`src/pkg/dpt_pkg.sv`:
```
// Package with register map, field positions and constants of the dual programmable timer.
package dpt_pkg;

  // ****************************************************************
  // Register offsets
  // ****************************************************************
  localparam logic [15:0] DPT_COUNTER_MODE_CTRL_ADDR = 16'hFFC0;
  localparam logic [15:0] DPT_WAVE_OUT_AND_SOURCE_CTRL_ADDR = 16'hFFC1;
  localparam logic [15:0] DPT_TIMER0_CONTROL_ADDR = 16'hFFC2;
  localparam logic [15:0] DPT_TIMER1_CONTROL_ADDR = 16'hFFC3;
  localparam logic [15:0] DPT_TIMER0_RELOAD_LOW_ADDR = 16'hFFC4;
  localparam logic [15:0] DPT_TIMER0_RELOAD_HIGH_ADDR = 16'hFFC5;
  localparam logic [15:0] DPT_TIMER1_RELOAD_LOW_ADDR = 16'hFFC6;
  localparam logic [15:0] DPT_TIMER1_RELOAD_HIGH_ADDR = 16'hFFC7;
  localparam logic [15:0] DPT_TIMER0_COUNT_LOW_ADDR = 16'hFFC8;
  localparam logic [15:0] DPT_TIMER0_COUNT_HIGH_ADDR = 16'hFFC9;
  localparam logic [15:0] DPT_TIMER1_COUNT_LOW_ADDR = 16'hFFCA;
  localparam logic [15:0] DPT_TIMER1_COUNT_HIGH_ADDR = 16'hFFCB;
  localparam logic [15:0] DPT_IRQ_MASK_ADDR = 16'hFFE2;
  localparam logic [15:0] DPT_IRQ_FLAG_ADDR = 16'hFFF2;

  // ****************************************************************
  // Field positions
  // ****************************************************************
  localparam int DPT_MODE_POL_BIT = 0;
  localparam int DPT_MODE_FILT_BIT = 1;
  localparam int DPT_MODE_EVENT_BIT = 2;
  localparam int DPT_SRC_T0_BIT = 0;
  localparam int DPT_SRC_T1_BIT = 1;
  localparam int DPT_WAVE_EN_BIT = 2;
  localparam int DPT_WAVE_CHAN_BIT = 3;
  localparam int DPT_CTRL_RUN_BIT = 0;
  localparam int DPT_CTRL_STROBE_BIT = 1;
  localparam int DPT_CTRL_RATIO_LSB = 2;
  localparam int DPT_CTRL_RATIO_MSB = 3;

  // ****************************************************************
  // Reset values and prescaler terminal counts
  // ****************************************************************
  localparam logic [3:0] DPT_NIBBLE_RESET = 4'h0;
  localparam logic [7:0] DPT_BYTE_RESET = 8'h00;
  localparam logic [1:0] DPT_RATIO_RESET = 2'h0;
  localparam logic [7:0] DPT_PRESC_LAST_DIV1 = 8'h00;
  localparam logic [7:0] DPT_PRESC_LAST_DIV4 = 8'h03;
  localparam logic [7:0] DPT_PRESC_LAST_DIV32 = 8'h1F;
  localparam logic [7:0] DPT_PRESC_LAST_DIV256 = 8'hFF;

  typedef enum logic [1:0] {
    DPT_RATIO_DIV1,
    DPT_RATIO_DIV4,
    DPT_RATIO_DIV32,
    DPT_RATIO_DIV256
  } dpt_ratio_e;

endpackage

```
`src/core/dpt_timer.sv`:
```
// Dual 8-bit programmable down-counting timer with prescalers, wave output and serial clock.
`timescale 1ns/10ps

module dpt_timer
  import dpt_pkg::*;
#(
  parameter int ADDR_W = 16,
  parameter int NUM_TIMERS = 2,
  parameter int COUNT_W = 8
) (
  input wire logic clk,
  input wire logic nrst,
  input wire logic [ADDR_W-1:0] addr,
  input wire logic [3:0] wdata,
  input wire logic wr,
  input wire logic rd,
  output logic [3:0] rdata,
  input wire logic low_speed_osc,
  input wire logic high_speed_osc,
  input wire logic event_input_pin,
  output logic shared_output_pin,
  output logic timer_wave_out,
  output logic serial_clk,
  output logic t0_irq_req,
  output logic t1_irq_req,
  output logic t0_irq_flag,
  output logic t1_irq_flag
);

  // ****************************************************************
  // Pin synchronisers
  // ****************************************************************
  // The oscillators and the event pin are foreign to clk, so each passes
  // two flops; a third stage serves only the edge detectors.
  logic [2:0] sync1_reg;
  logic [2:0] sync2_reg;
  logic [2:0] sync3_reg;
  logic [2:0] rise;
  logic [2:0] fall;

  always_ff @(posedge clk) begin
    if (!nrst) begin
      sync1_reg <= 3'h0;
      sync2_reg <= 3'h0;
      sync3_reg <= 3'h0;
    end else begin
      sync1_reg <= {event_input_pin, high_speed_osc, low_speed_osc};
      sync2_reg <= sync1_reg;
      sync3_reg <= sync2_reg;
    end
  end

  assign rise = sync2_reg & ~sync3_reg;
  assign fall = ~sync2_reg & sync3_reg;

  // ****************************************************************
  // Register state
  // ****************************************************************
  logic event_mode_reg;
  logic filter_sel_reg;
  logic edge_pol_reg;
  logic wave_channel_select_reg;
  logic wave_output_enable_reg;
  logic [NUM_TIMERS-1:0] source_select_reg;
  logic [NUM_TIMERS-1:0] run_reg;
  logic [1:0] ratio_reg [NUM_TIMERS];
  logic [COUNT_W-1:0] reload_reg [NUM_TIMERS];
  logic [COUNT_W-1:0] count_reg [NUM_TIMERS];
  logic [3:0] hold_hi_reg [NUM_TIMERS];
  logic [7:0] presc_reg [NUM_TIMERS];
  logic [NUM_TIMERS-1:0] irq_mask_reg;
  logic [NUM_TIMERS-1:0] irq_flag_reg;
  logic wave_toggle_reg;
  logic serial_toggle_reg;
  logic [3:0] rdata_reg;
  logic shared_pin_reg;
  logic [1:0] irq_req_reg;

  // Decoded bus strobes and count-path signals.
  logic [NUM_TIMERS-1:0] ctrl_wr;
  logic [NUM_TIMERS-1:0] reload_lo_wr;
  logic [NUM_TIMERS-1:0] reload_hi_wr;
  logic [NUM_TIMERS-1:0] count_lo_rd;
  logic [NUM_TIMERS-1:0] reload_strobe;
  logic [NUM_TIMERS-1:0] src_edge;
  logic [NUM_TIMERS-1:0] presc_done;
  logic [NUM_TIMERS-1:0] tick;
  logic [NUM_TIMERS-1:0] underflow;
  logic [7:0] presc_last [NUM_TIMERS];
  logic event_edge;
  logic wave_src_uf;

  localparam logic [15:0] CTRL_BASE [2] = '{DPT_TIMER0_CONTROL_ADDR, DPT_TIMER1_CONTROL_ADDR};
  localparam logic [15:0] RLO_BASE [2] = '{DPT_TIMER0_RELOAD_LOW_ADDR, DPT_TIMER1_RELOAD_LOW_ADDR};
  localparam logic [15:0] RHI_BASE [2] = '{DPT_TIMER0_RELOAD_HIGH_ADDR, DPT_TIMER1_RELOAD_HIGH_ADDR};
  localparam logic [15:0] CLO_BASE [2] = '{DPT_TIMER0_COUNT_LOW_ADDR, DPT_TIMER1_COUNT_LOW_ADDR};

  // ****************************************************************
  // Address decode
  // ****************************************************************
  always_comb begin
    for (int i = 0; i < NUM_TIMERS; i++) begin
      ctrl_wr[i] = wr && (addr == CTRL_BASE[i]);
      reload_lo_wr[i] = wr && (addr == RLO_BASE[i]);
      reload_hi_wr[i] = wr && (addr == RHI_BASE[i]);
      count_lo_rd[i] = rd && (addr == CLO_BASE[i]);
      reload_strobe[i] = ctrl_wr[i] && wdata[DPT_CTRL_STROBE_BIT];
    end
  end

  // ****************************************************************
  // Prescalers and count clocks
  // ****************************************************************
  // Event counting is a bare edge detector on the synchronised pin; the
  // noise filter select is stored and read back but not acted on here.
  assign event_edge = edge_pol_reg ? rise[2] : fall[2];

  always_comb begin
    for (int i = 0; i < NUM_TIMERS; i++) begin
      src_edge[i] = source_select_reg[i] ? rise[1] : rise[0];
      unique case (dpt_ratio_e'(ratio_reg[i]))
        DPT_RATIO_DIV1: presc_last[i] = DPT_PRESC_LAST_DIV1;
        DPT_RATIO_DIV4: presc_last[i] = DPT_PRESC_LAST_DIV4;
        DPT_RATIO_DIV32: presc_last[i] = DPT_PRESC_LAST_DIV32;
        DPT_RATIO_DIV256: presc_last[i] = DPT_PRESC_LAST_DIV256;
      endcase
      presc_done[i] = src_edge[i] && (presc_reg[i] == presc_last[i]);
      tick[i] = run_reg[i] && presc_done[i];
    end
    if (event_mode_reg) begin
      tick[0] = run_reg[0] && event_edge;
    end
    for (int i = 0; i < NUM_TIMERS; i++) begin
      underflow[i] = tick[i] && !reload_strobe[i] && (count_reg[i] == DPT_BYTE_RESET);
    end
  end

  // A prescaler restarts on the reload strobe so the first period after a
  // preset is a whole one; it holds while the timer is stopped.
  always_ff @(posedge clk) begin
    if (!nrst) begin
      for (int i = 0; i < NUM_TIMERS; i++) begin
        presc_reg[i] <= DPT_BYTE_RESET;
      end
    end else begin
      for (int i = 0; i < NUM_TIMERS; i++) begin
        if (reload_strobe[i]) begin
          presc_reg[i] <= DPT_BYTE_RESET;
        end else if (run_reg[i] && src_edge[i]) begin
          if (presc_done[i]) begin
            presc_reg[i] <= DPT_BYTE_RESET;
          end else begin
            presc_reg[i] <= presc_reg[i] + 8'h01;
          end
        end
      end
    end
  end

  // ****************************************************************
  // Down counters
  // ****************************************************************
  always_ff @(posedge clk) begin
    if (!nrst) begin
      for (int i = 0; i < NUM_TIMERS; i++) begin
        count_reg[i] <= DPT_BYTE_RESET;
      end
    end else begin
      for (int i = 0; i < NUM_TIMERS; i++) begin
        if (reload_strobe[i]) begin
          count_reg[i] <= reload_reg[i];
        end else if (underflow[i]) begin
          count_reg[i] <= reload_reg[i];
        end else if (tick[i]) begin
          count_reg[i] <= count_reg[i] - 8'h01;
        end
      end
    end
  end

  // Reading the low nibble freezes the high nibble so a borrow between the
  // two reads cannot tear the value.
  always_ff @(posedge clk) begin
    if (!nrst) begin
      for (int i = 0; i < NUM_TIMERS; i++) begin
        hold_hi_reg[i] <= DPT_NIBBLE_RESET;
      end
    end else begin
      for (int i = 0; i < NUM_TIMERS; i++) begin
        if (count_lo_rd[i]) begin
          hold_hi_reg[i] <= count_reg[i][7:4];
        end
      end
    end
  end

  // ****************************************************************
  // Software registers
  // ****************************************************************
  always_ff @(posedge clk) begin
    if (!nrst) begin
      event_mode_reg <= 1'b0;
      filter_sel_reg <= 1'b0;
      edge_pol_reg <= 1'b0;
    end else if (wr && addr == DPT_COUNTER_MODE_CTRL_ADDR) begin
      event_mode_reg <= wdata[DPT_MODE_EVENT_BIT];
      filter_sel_reg <= wdata[DPT_MODE_FILT_BIT];
      edge_pol_reg <= wdata[DPT_MODE_POL_BIT];
    end
  end

  always_ff @(posedge clk) begin
    if (!nrst) begin
      wave_channel_select_reg <= 1'b0;
      wave_output_enable_reg <= 1'b0;
      source_select_reg <= '0;
    end else if (wr && addr == DPT_WAVE_OUT_AND_SOURCE_CTRL_ADDR) begin
      wave_channel_select_reg <= wdata[DPT_WAVE_CHAN_BIT];
      wave_output_enable_reg <= wdata[DPT_WAVE_EN_BIT];
      source_select_reg[0] <= wdata[DPT_SRC_T0_BIT];
      source_select_reg[1] <= wdata[DPT_SRC_T1_BIT];
    end
  end

  always_ff @(posedge clk) begin
    if (!nrst) begin
      run_reg <= '0;
      for (int i = 0; i < NUM_TIMERS; i++) begin
        ratio_reg[i] <= DPT_RATIO_RESET;
      end
    end else begin
      for (int i = 0; i < NUM_TIMERS; i++) begin
        if (ctrl_wr[i]) begin
          run_reg[i] <= wdata[DPT_CTRL_RUN_BIT];
          ratio_reg[i] <= wdata[DPT_CTRL_RATIO_MSB:DPT_CTRL_RATIO_LSB];
        end
      end
    end
  end

  always_ff @(posedge clk) begin
    if (!nrst) begin
      for (int i = 0; i < NUM_TIMERS; i++) begin
        reload_reg[i] <= DPT_BYTE_RESET;
      end
    end else begin
      for (int i = 0; i < NUM_TIMERS; i++) begin
        if (reload_lo_wr[i]) begin
          reload_reg[i][3:0] <= wdata;
        end
        if (reload_hi_wr[i]) begin
          reload_reg[i][7:4] <= wdata;
        end
      end
    end
  end

  always_ff @(posedge clk) begin
    if (!nrst) begin
      irq_mask_reg <= '0;
    end else if (wr && addr == DPT_IRQ_MASK_ADDR) begin
      irq_mask_reg <= wdata[NUM_TIMERS-1:0];
    end
  end

  // Flags clear by writing 1; an underflow in the same cycle wins.
  always_ff @(posedge clk) begin
    if (!nrst) begin
      irq_flag_reg <= '0;
    end else begin
      for (int i = 0; i < NUM_TIMERS; i++) begin
        if (underflow[i]) begin
          irq_flag_reg[i] <= 1'b1;
        end else if (wr && addr == DPT_IRQ_FLAG_ADDR && wdata[i]) begin
          irq_flag_reg[i] <= 1'b0;
        end
      end
    end
  end

  // Request follows the flag one cycle later, gated by the mask only.
  always_ff @(posedge clk) begin
    if (!nrst) begin
      irq_req_reg <= 2'h0;
    end else begin
      irq_req_reg <= irq_flag_reg & irq_mask_reg;
    end
  end

  // ****************************************************************
  // Read port
  // ****************************************************************
  always_ff @(posedge clk) begin
    if (!nrst) begin
      rdata_reg <= DPT_NIBBLE_RESET;
    end else if (rd) begin
      unique case (addr)
        DPT_COUNTER_MODE_CTRL_ADDR:
          rdata_reg <= {1'b0, event_mode_reg, filter_sel_reg, edge_pol_reg};
        DPT_WAVE_OUT_AND_SOURCE_CTRL_ADDR:
          rdata_reg <= {wave_channel_select_reg, wave_output_enable_reg, source_select_reg[1],
                        source_select_reg[0]};
        DPT_TIMER0_CONTROL_ADDR:
          rdata_reg <= {ratio_reg[0], 1'b0, run_reg[0]};
        DPT_TIMER1_CONTROL_ADDR:
          rdata_reg <= {ratio_reg[1], 1'b0, run_reg[1]};
        DPT_TIMER0_RELOAD_LOW_ADDR: rdata_reg <= reload_reg[0][3:0];
        DPT_TIMER0_RELOAD_HIGH_ADDR: rdata_reg <= reload_reg[0][7:4];
        DPT_TIMER1_RELOAD_LOW_ADDR: rdata_reg <= reload_reg[1][3:0];
        DPT_TIMER1_RELOAD_HIGH_ADDR: rdata_reg <= reload_reg[1][7:4];
        DPT_TIMER0_COUNT_LOW_ADDR: rdata_reg <= count_reg[0][3:0];
        DPT_TIMER0_COUNT_HIGH_ADDR: rdata_reg <= hold_hi_reg[0];
        DPT_TIMER1_COUNT_LOW_ADDR: rdata_reg <= count_reg[1][3:0];
        DPT_TIMER1_COUNT_HIGH_ADDR: rdata_reg <= hold_hi_reg[1];
        DPT_IRQ_MASK_ADDR: rdata_reg <= {2'h0, irq_mask_reg};
        DPT_IRQ_FLAG_ADDR: rdata_reg <= {2'h0, irq_flag_reg};
        default: rdata_reg <= DPT_NIBBLE_RESET;
      endcase
    end else begin
      rdata_reg <= DPT_NIBBLE_RESET;
    end
  end

  // ****************************************************************
  // Wave output and serial clock
  // ****************************************************************
  assign wave_src_uf = wave_channel_select_reg ? underflow[1] : underflow[0];

  always_ff @(posedge clk) begin
    if (!nrst) begin
      wave_toggle_reg <= 1'b0;
    end else if (wave_src_uf) begin
      wave_toggle_reg <= ~wave_toggle_reg;
    end
  end

  // The serial clock has its own toggle so it runs with timer 1 whatever
  // the channel select and the output enable say.
  always_ff @(posedge clk) begin
    if (!nrst) begin
      serial_toggle_reg <= 1'b0;
    end else if (underflow[1]) begin
      serial_toggle_reg <= ~serial_toggle_reg;
    end
  end

  // Enable gating is not aligned to the waveform, so a shortened first or
  // last half period may appear on the pin when it is switched.
  always_ff @(posedge clk) begin
    if (!nrst) begin
      shared_pin_reg <= 1'b1;
    end else begin
      shared_pin_reg <= wave_output_enable_reg ? wave_toggle_reg : 1'b1;
    end
  end

  assign rdata = rdata_reg;
  assign shared_output_pin = shared_pin_reg;
  assign timer_wave_out = wave_toggle_reg;
  assign serial_clk = serial_toggle_reg;
  assign t0_irq_req = irq_req_reg[0];
  assign t1_irq_req = irq_req_reg[1];
  assign t0_irq_flag = irq_flag_reg[0];
  assign t1_irq_flag = irq_flag_reg[1];

endmodule // dpt_timer

```
`config.mk`:
```
export PLATFORM = sky130hd
export DESIGN_NAME = dpt_timer
export DESIGN_NICKNAME = d
export VERILOG_FILES = /design/src/pkg/dpt_pkg.sv /design/src/core/dpt_timer.sv
export SDC_FILE = /design/constraint.sdc
export NUM_CORES = 1
export LEC_CHECK = 0
export BUFFER_PORTS_ARGS = -buffer_cell sky130_fd_sc_hd__buf_2
export CAP_MARGIN = 5
export CORE_AREA = 2 2 101 103
export DETAILED_ROUTE_END_ITERATION = 8
export DIE_AREA = 0 0 103 105
export PLACE_DENSITY = 0.67
export REMOVE_ABC_BUFFERS = 1
export SLEW_MARGIN = 40
export SYNTH_ARGS = -nofsm -noshare
export SYNTH_HDL_FRONTEND = slang
export SYNTH_SLANG_ARGS = --single-unit
```
`constraint.sdc`:
```
create_clock -name clk -period 3.4 [get_ports clk]
set_clock_uncertainty 0.1 [all_clocks]
set_input_delay 0.17 -clock clk [delete_from_list [all_inputs] [get_ports clk]]
set_output_delay 0.17 -clock clk [all_outputs]
set_load 0.02 [all_outputs]
```
==> metrics.md <==
| Metric | Value |
|---|---|
| Run status | `finished, final reports clean` |
| Sink Count | `91` |
| Synth area leaders | `edfxtp_1 (38%), dfxtp_1 (13%), nor2_1 (3.6%)` |
| Worst hold path type | `primary input to register` |
| Share of layout cells above drive strength 1 | `16.0%` |
| Largest area contributor in the synthesized netlist | `edfxtp_1` |
| Post-synth EDFFs | `60` |
| Synth top cells by count | `edfxtp_1 (60), nor2_1 (46), nand2_1 (39), dfxtp_1 (31), and2_1 (24)` |
| Die width | `103 um` |
| Worst-path clk slew | `90 ps` |
| Post-CTS Resized | `0` |
| Overflow after GRT | `0` |
| CTS tree | `yes` |
| Vias per cell | `5.64` |
| Worst relative slew slack | `54.1%` |
| Simple-gate share of the synthesized area | `24.5%` |
| Synth Instances | `454` |
| Setup CP Type | `register to register` |
| Final hold violations | `0` |
| Synth Area in XOR/XNOR | `4.06%` |
| Largest net degree at the start of global routing | `34` |
| Synth Cell Area | `4750 um^2` |
| Startpoint types | `register` |
| Mux cell area share after synthesis | `5.09%` |
| Overall power | `2.03 mW` |
| Via total after detailed routing | `3567` |
| Synth Area in Adders | `1.05%` |
| Starting Density | `49.2%` |
| Fmax | `363 MHz` |
| Die ar. | `10800 um^2` |
| I/O pins | `38` |
| RSZ-0062 raised after global routing | `false` |
| Min Tclk post-route | `2760 ps` |
| IO Port Bufs | `37` |
| Layout overhead on the synthesized area | `10.9%` |
| Max_cap viols | `0` |
| Vias in the first global route | `3348` |
| Initial detailed-routing violation count | `232` |
| Clock insertion delay at the later pin of the skew report | `370 ps` |
| Worst Tran Pin Value | `683 ps` |
| Final core occ | `54.6%` |
| Number of H-tree levels | `3` |
| Core footprint | `9640 um^2` |
| All-Layer GR Usage | `21.5%` |
| Row count | `36` |
| Setup TNS | `0 ps` |
| Post-route ant nets | `0` |
| Clk Tree Root Cell | `clkbuf_8` |
| Number of remaining DRC errors | `0` |
| Share of flip-flops with an asynchronous set or reset | `0%` |
| Critical path required time | `3600 ps` |
| Dpl cells | `611` |
| Final period utilization | `81.1%` |
| Largest family of logic cells by synthesized area | `simple AND/OR/NAND/NOR gates` |
| Post-route insts no fill | `632` |
| Crit-path cells | `inv_1 > ha_1 > nand2b_4 > or4_1 > or3_2 > or4_4 > o21ai_2 > mux2i_1` |
| Nets@finish | `525` |
| Area fraction in compound gates after synthesis | `11.6%` |
| Worst ir drop on vdd | `0.198 mV` |
| Initial antenna violation count | `0` |
| Power per cell area | `385 nW/um^2` |
| Max-slew violation count | `0` |
| Final setup fails | `0` |
| Die Y | `105 um` |
| First-pass GRT wire length | `17600 um` |
| Seq cells post-synth | `91` |
| Netlist cell types | `72` |
| Filler cells | `900` |
| Lkg Pwr | `1.92 nW` |
| Worst Path Arrival | `2960 ps` |
| Yosys top cell area share | `38.0%` |
| CTS buffer count | `9` |
| Hold WS | `65.3 ps` |
| Syn avg cell area | `10.5 um^2` |
| Worst path max stage delay | `500 ps` |
| Count leader, synth | `edfxtp_1` |
| Drt wl/cell | `17.1 um` |
| Yosys warns | `0` |
| Clock buffer depth | `2` |
| Routability congestion estimate | `0.901` |
| Crit-path max FO | `3` |
| ANT cells | `0` |
| Slowest library cell on the worst path | `or4_4` |
| Critical Path End Type | `register` |
| Post-synthesis sequential area ratio | `51.0%` |
| Post-DP HPWL | `8030 um` |
| Routed wire length | `10800 um` |
| 1st-pass router iterations | `5` |
| Top FF cell, synth | `edfxtp_1` |
==> stage by stage <==
| stage | cell area, um^2 | setup slack (ps) |
|---|---|---|
| 3_5_place_dp | 5050 | 666 |
| 2_1_floorplan | 4660 | 928 |
| 3_3_place_gp | 5050 | 705 |
| 6_report | 5260 | 642 |
| 4_1_cts | 5260 | 644 |
| 5_1_grt | 5260 | 430 |
==> timing repair <==
action	in CTS	in global routing
hold buffers	5	0
setup buffers	0	0
endpoints found under the hold margin	6	0
==> kinds of logic (layout without fill, tap and decap cells) <==
kind of cell    count (synthesis)  after routing
flops                          91             91
simple gates                  214            214
fa+ha+maj                       4              4
xor+xnor                       22             22
buf+inv                        28             73
compound gates                 73             73
mux                            22             22
==> final cells by class <==
class | count | area [um^2] | share of cell area [%]
Sequential cell | 91 | 2420 | 46.0
Multi-Input combinational cell | 335 | 2200 | 41.7
Timing Repair Buffer | 47 | 273 | 5.18
Tap cell | 133 | 166 | 3.16
Clock buffer | 9 | 124 | 2.35
Clock inverter | 7 | 42.5 | 0.808
Inverter | 10 | 37.5 | 0.713
==> placed cells by master, fill, tap and decap left out, types with 4 or more instances in the layout <==
cell type,instances
nor3_1,15
a21boi_0,5
nor2b_1,9
nand2b_1,5
nand3_1,20
dlygate4sd3_1,5
nor4_1,6
a31oi_1,4
a22oi_1,4
buf_4,5
mux2i_1,17
and2_1,24
or3_1,4
buf_2,37
a211oi_1,8
clkbuf_8,9
nor3b_1,4
o21ai_0,16
nand2_1,39
edfxtp_1,60
a21oi_1,5
dfxtp_1,31
nand4_1,9
a22o_1,6
xnor2_1,10
xor2_1,12
and3_1,10
nor2_1,46
ha_1,4
inv_1,10
==> report_power, final <==
group | switching (mW) | total (mW) | internal, mW
Sequential | 0.0354 | 1.25 | 1.21
Clock | 0.379 | 0.640 | 0.261
Combinational | 0.0851 | 0.143 | 0.0581
Total | 0.499 | 2.03 | 1.53
==> final timing paths <==
path | startpoint | to | slack, ps | cells past startpoint
worst max-delay path | count_reg[0][0]$_SDFFCE_PP0P_ | timer_wave_out$_SDFFE_PN0P_ | 640 | 8
worst min register to register | sync1_reg[1]$_SDFF_PN0_ | sync2_reg[1]$_SDFF_PN0_ | 340 | 1
worst max register to register | count_reg[0][0]$_SDFFCE_PP0P_ | timer_wave_out$_SDFFE_PN0P_ | 640 | 8
worst min-delay path | wdata[1] | filter_sel_reg$_SDFFE_PN0P_ | 70 | 3
==> layer usage <==
metal  vias to the layer above  GRT usage, %  share of wire (%)
met5                         -             0                  0
met4                         0          6.58                1.5
met3                        13          4.48                5.6
met2                       108          32.1                 46
met1                      1694          31.2                 47
li1                       1752             -                  -
==> critical path, delay by kind of cell, from the launching register on <==
kind	cells	cell delay, ps
simple gates	4	1510
flops	1	460
fa+ha+maj	1	230
mux	1	200
buf+inv	1	110
compound gates	1	90
No activity file was read; power rests on OpenSTA's default activity.
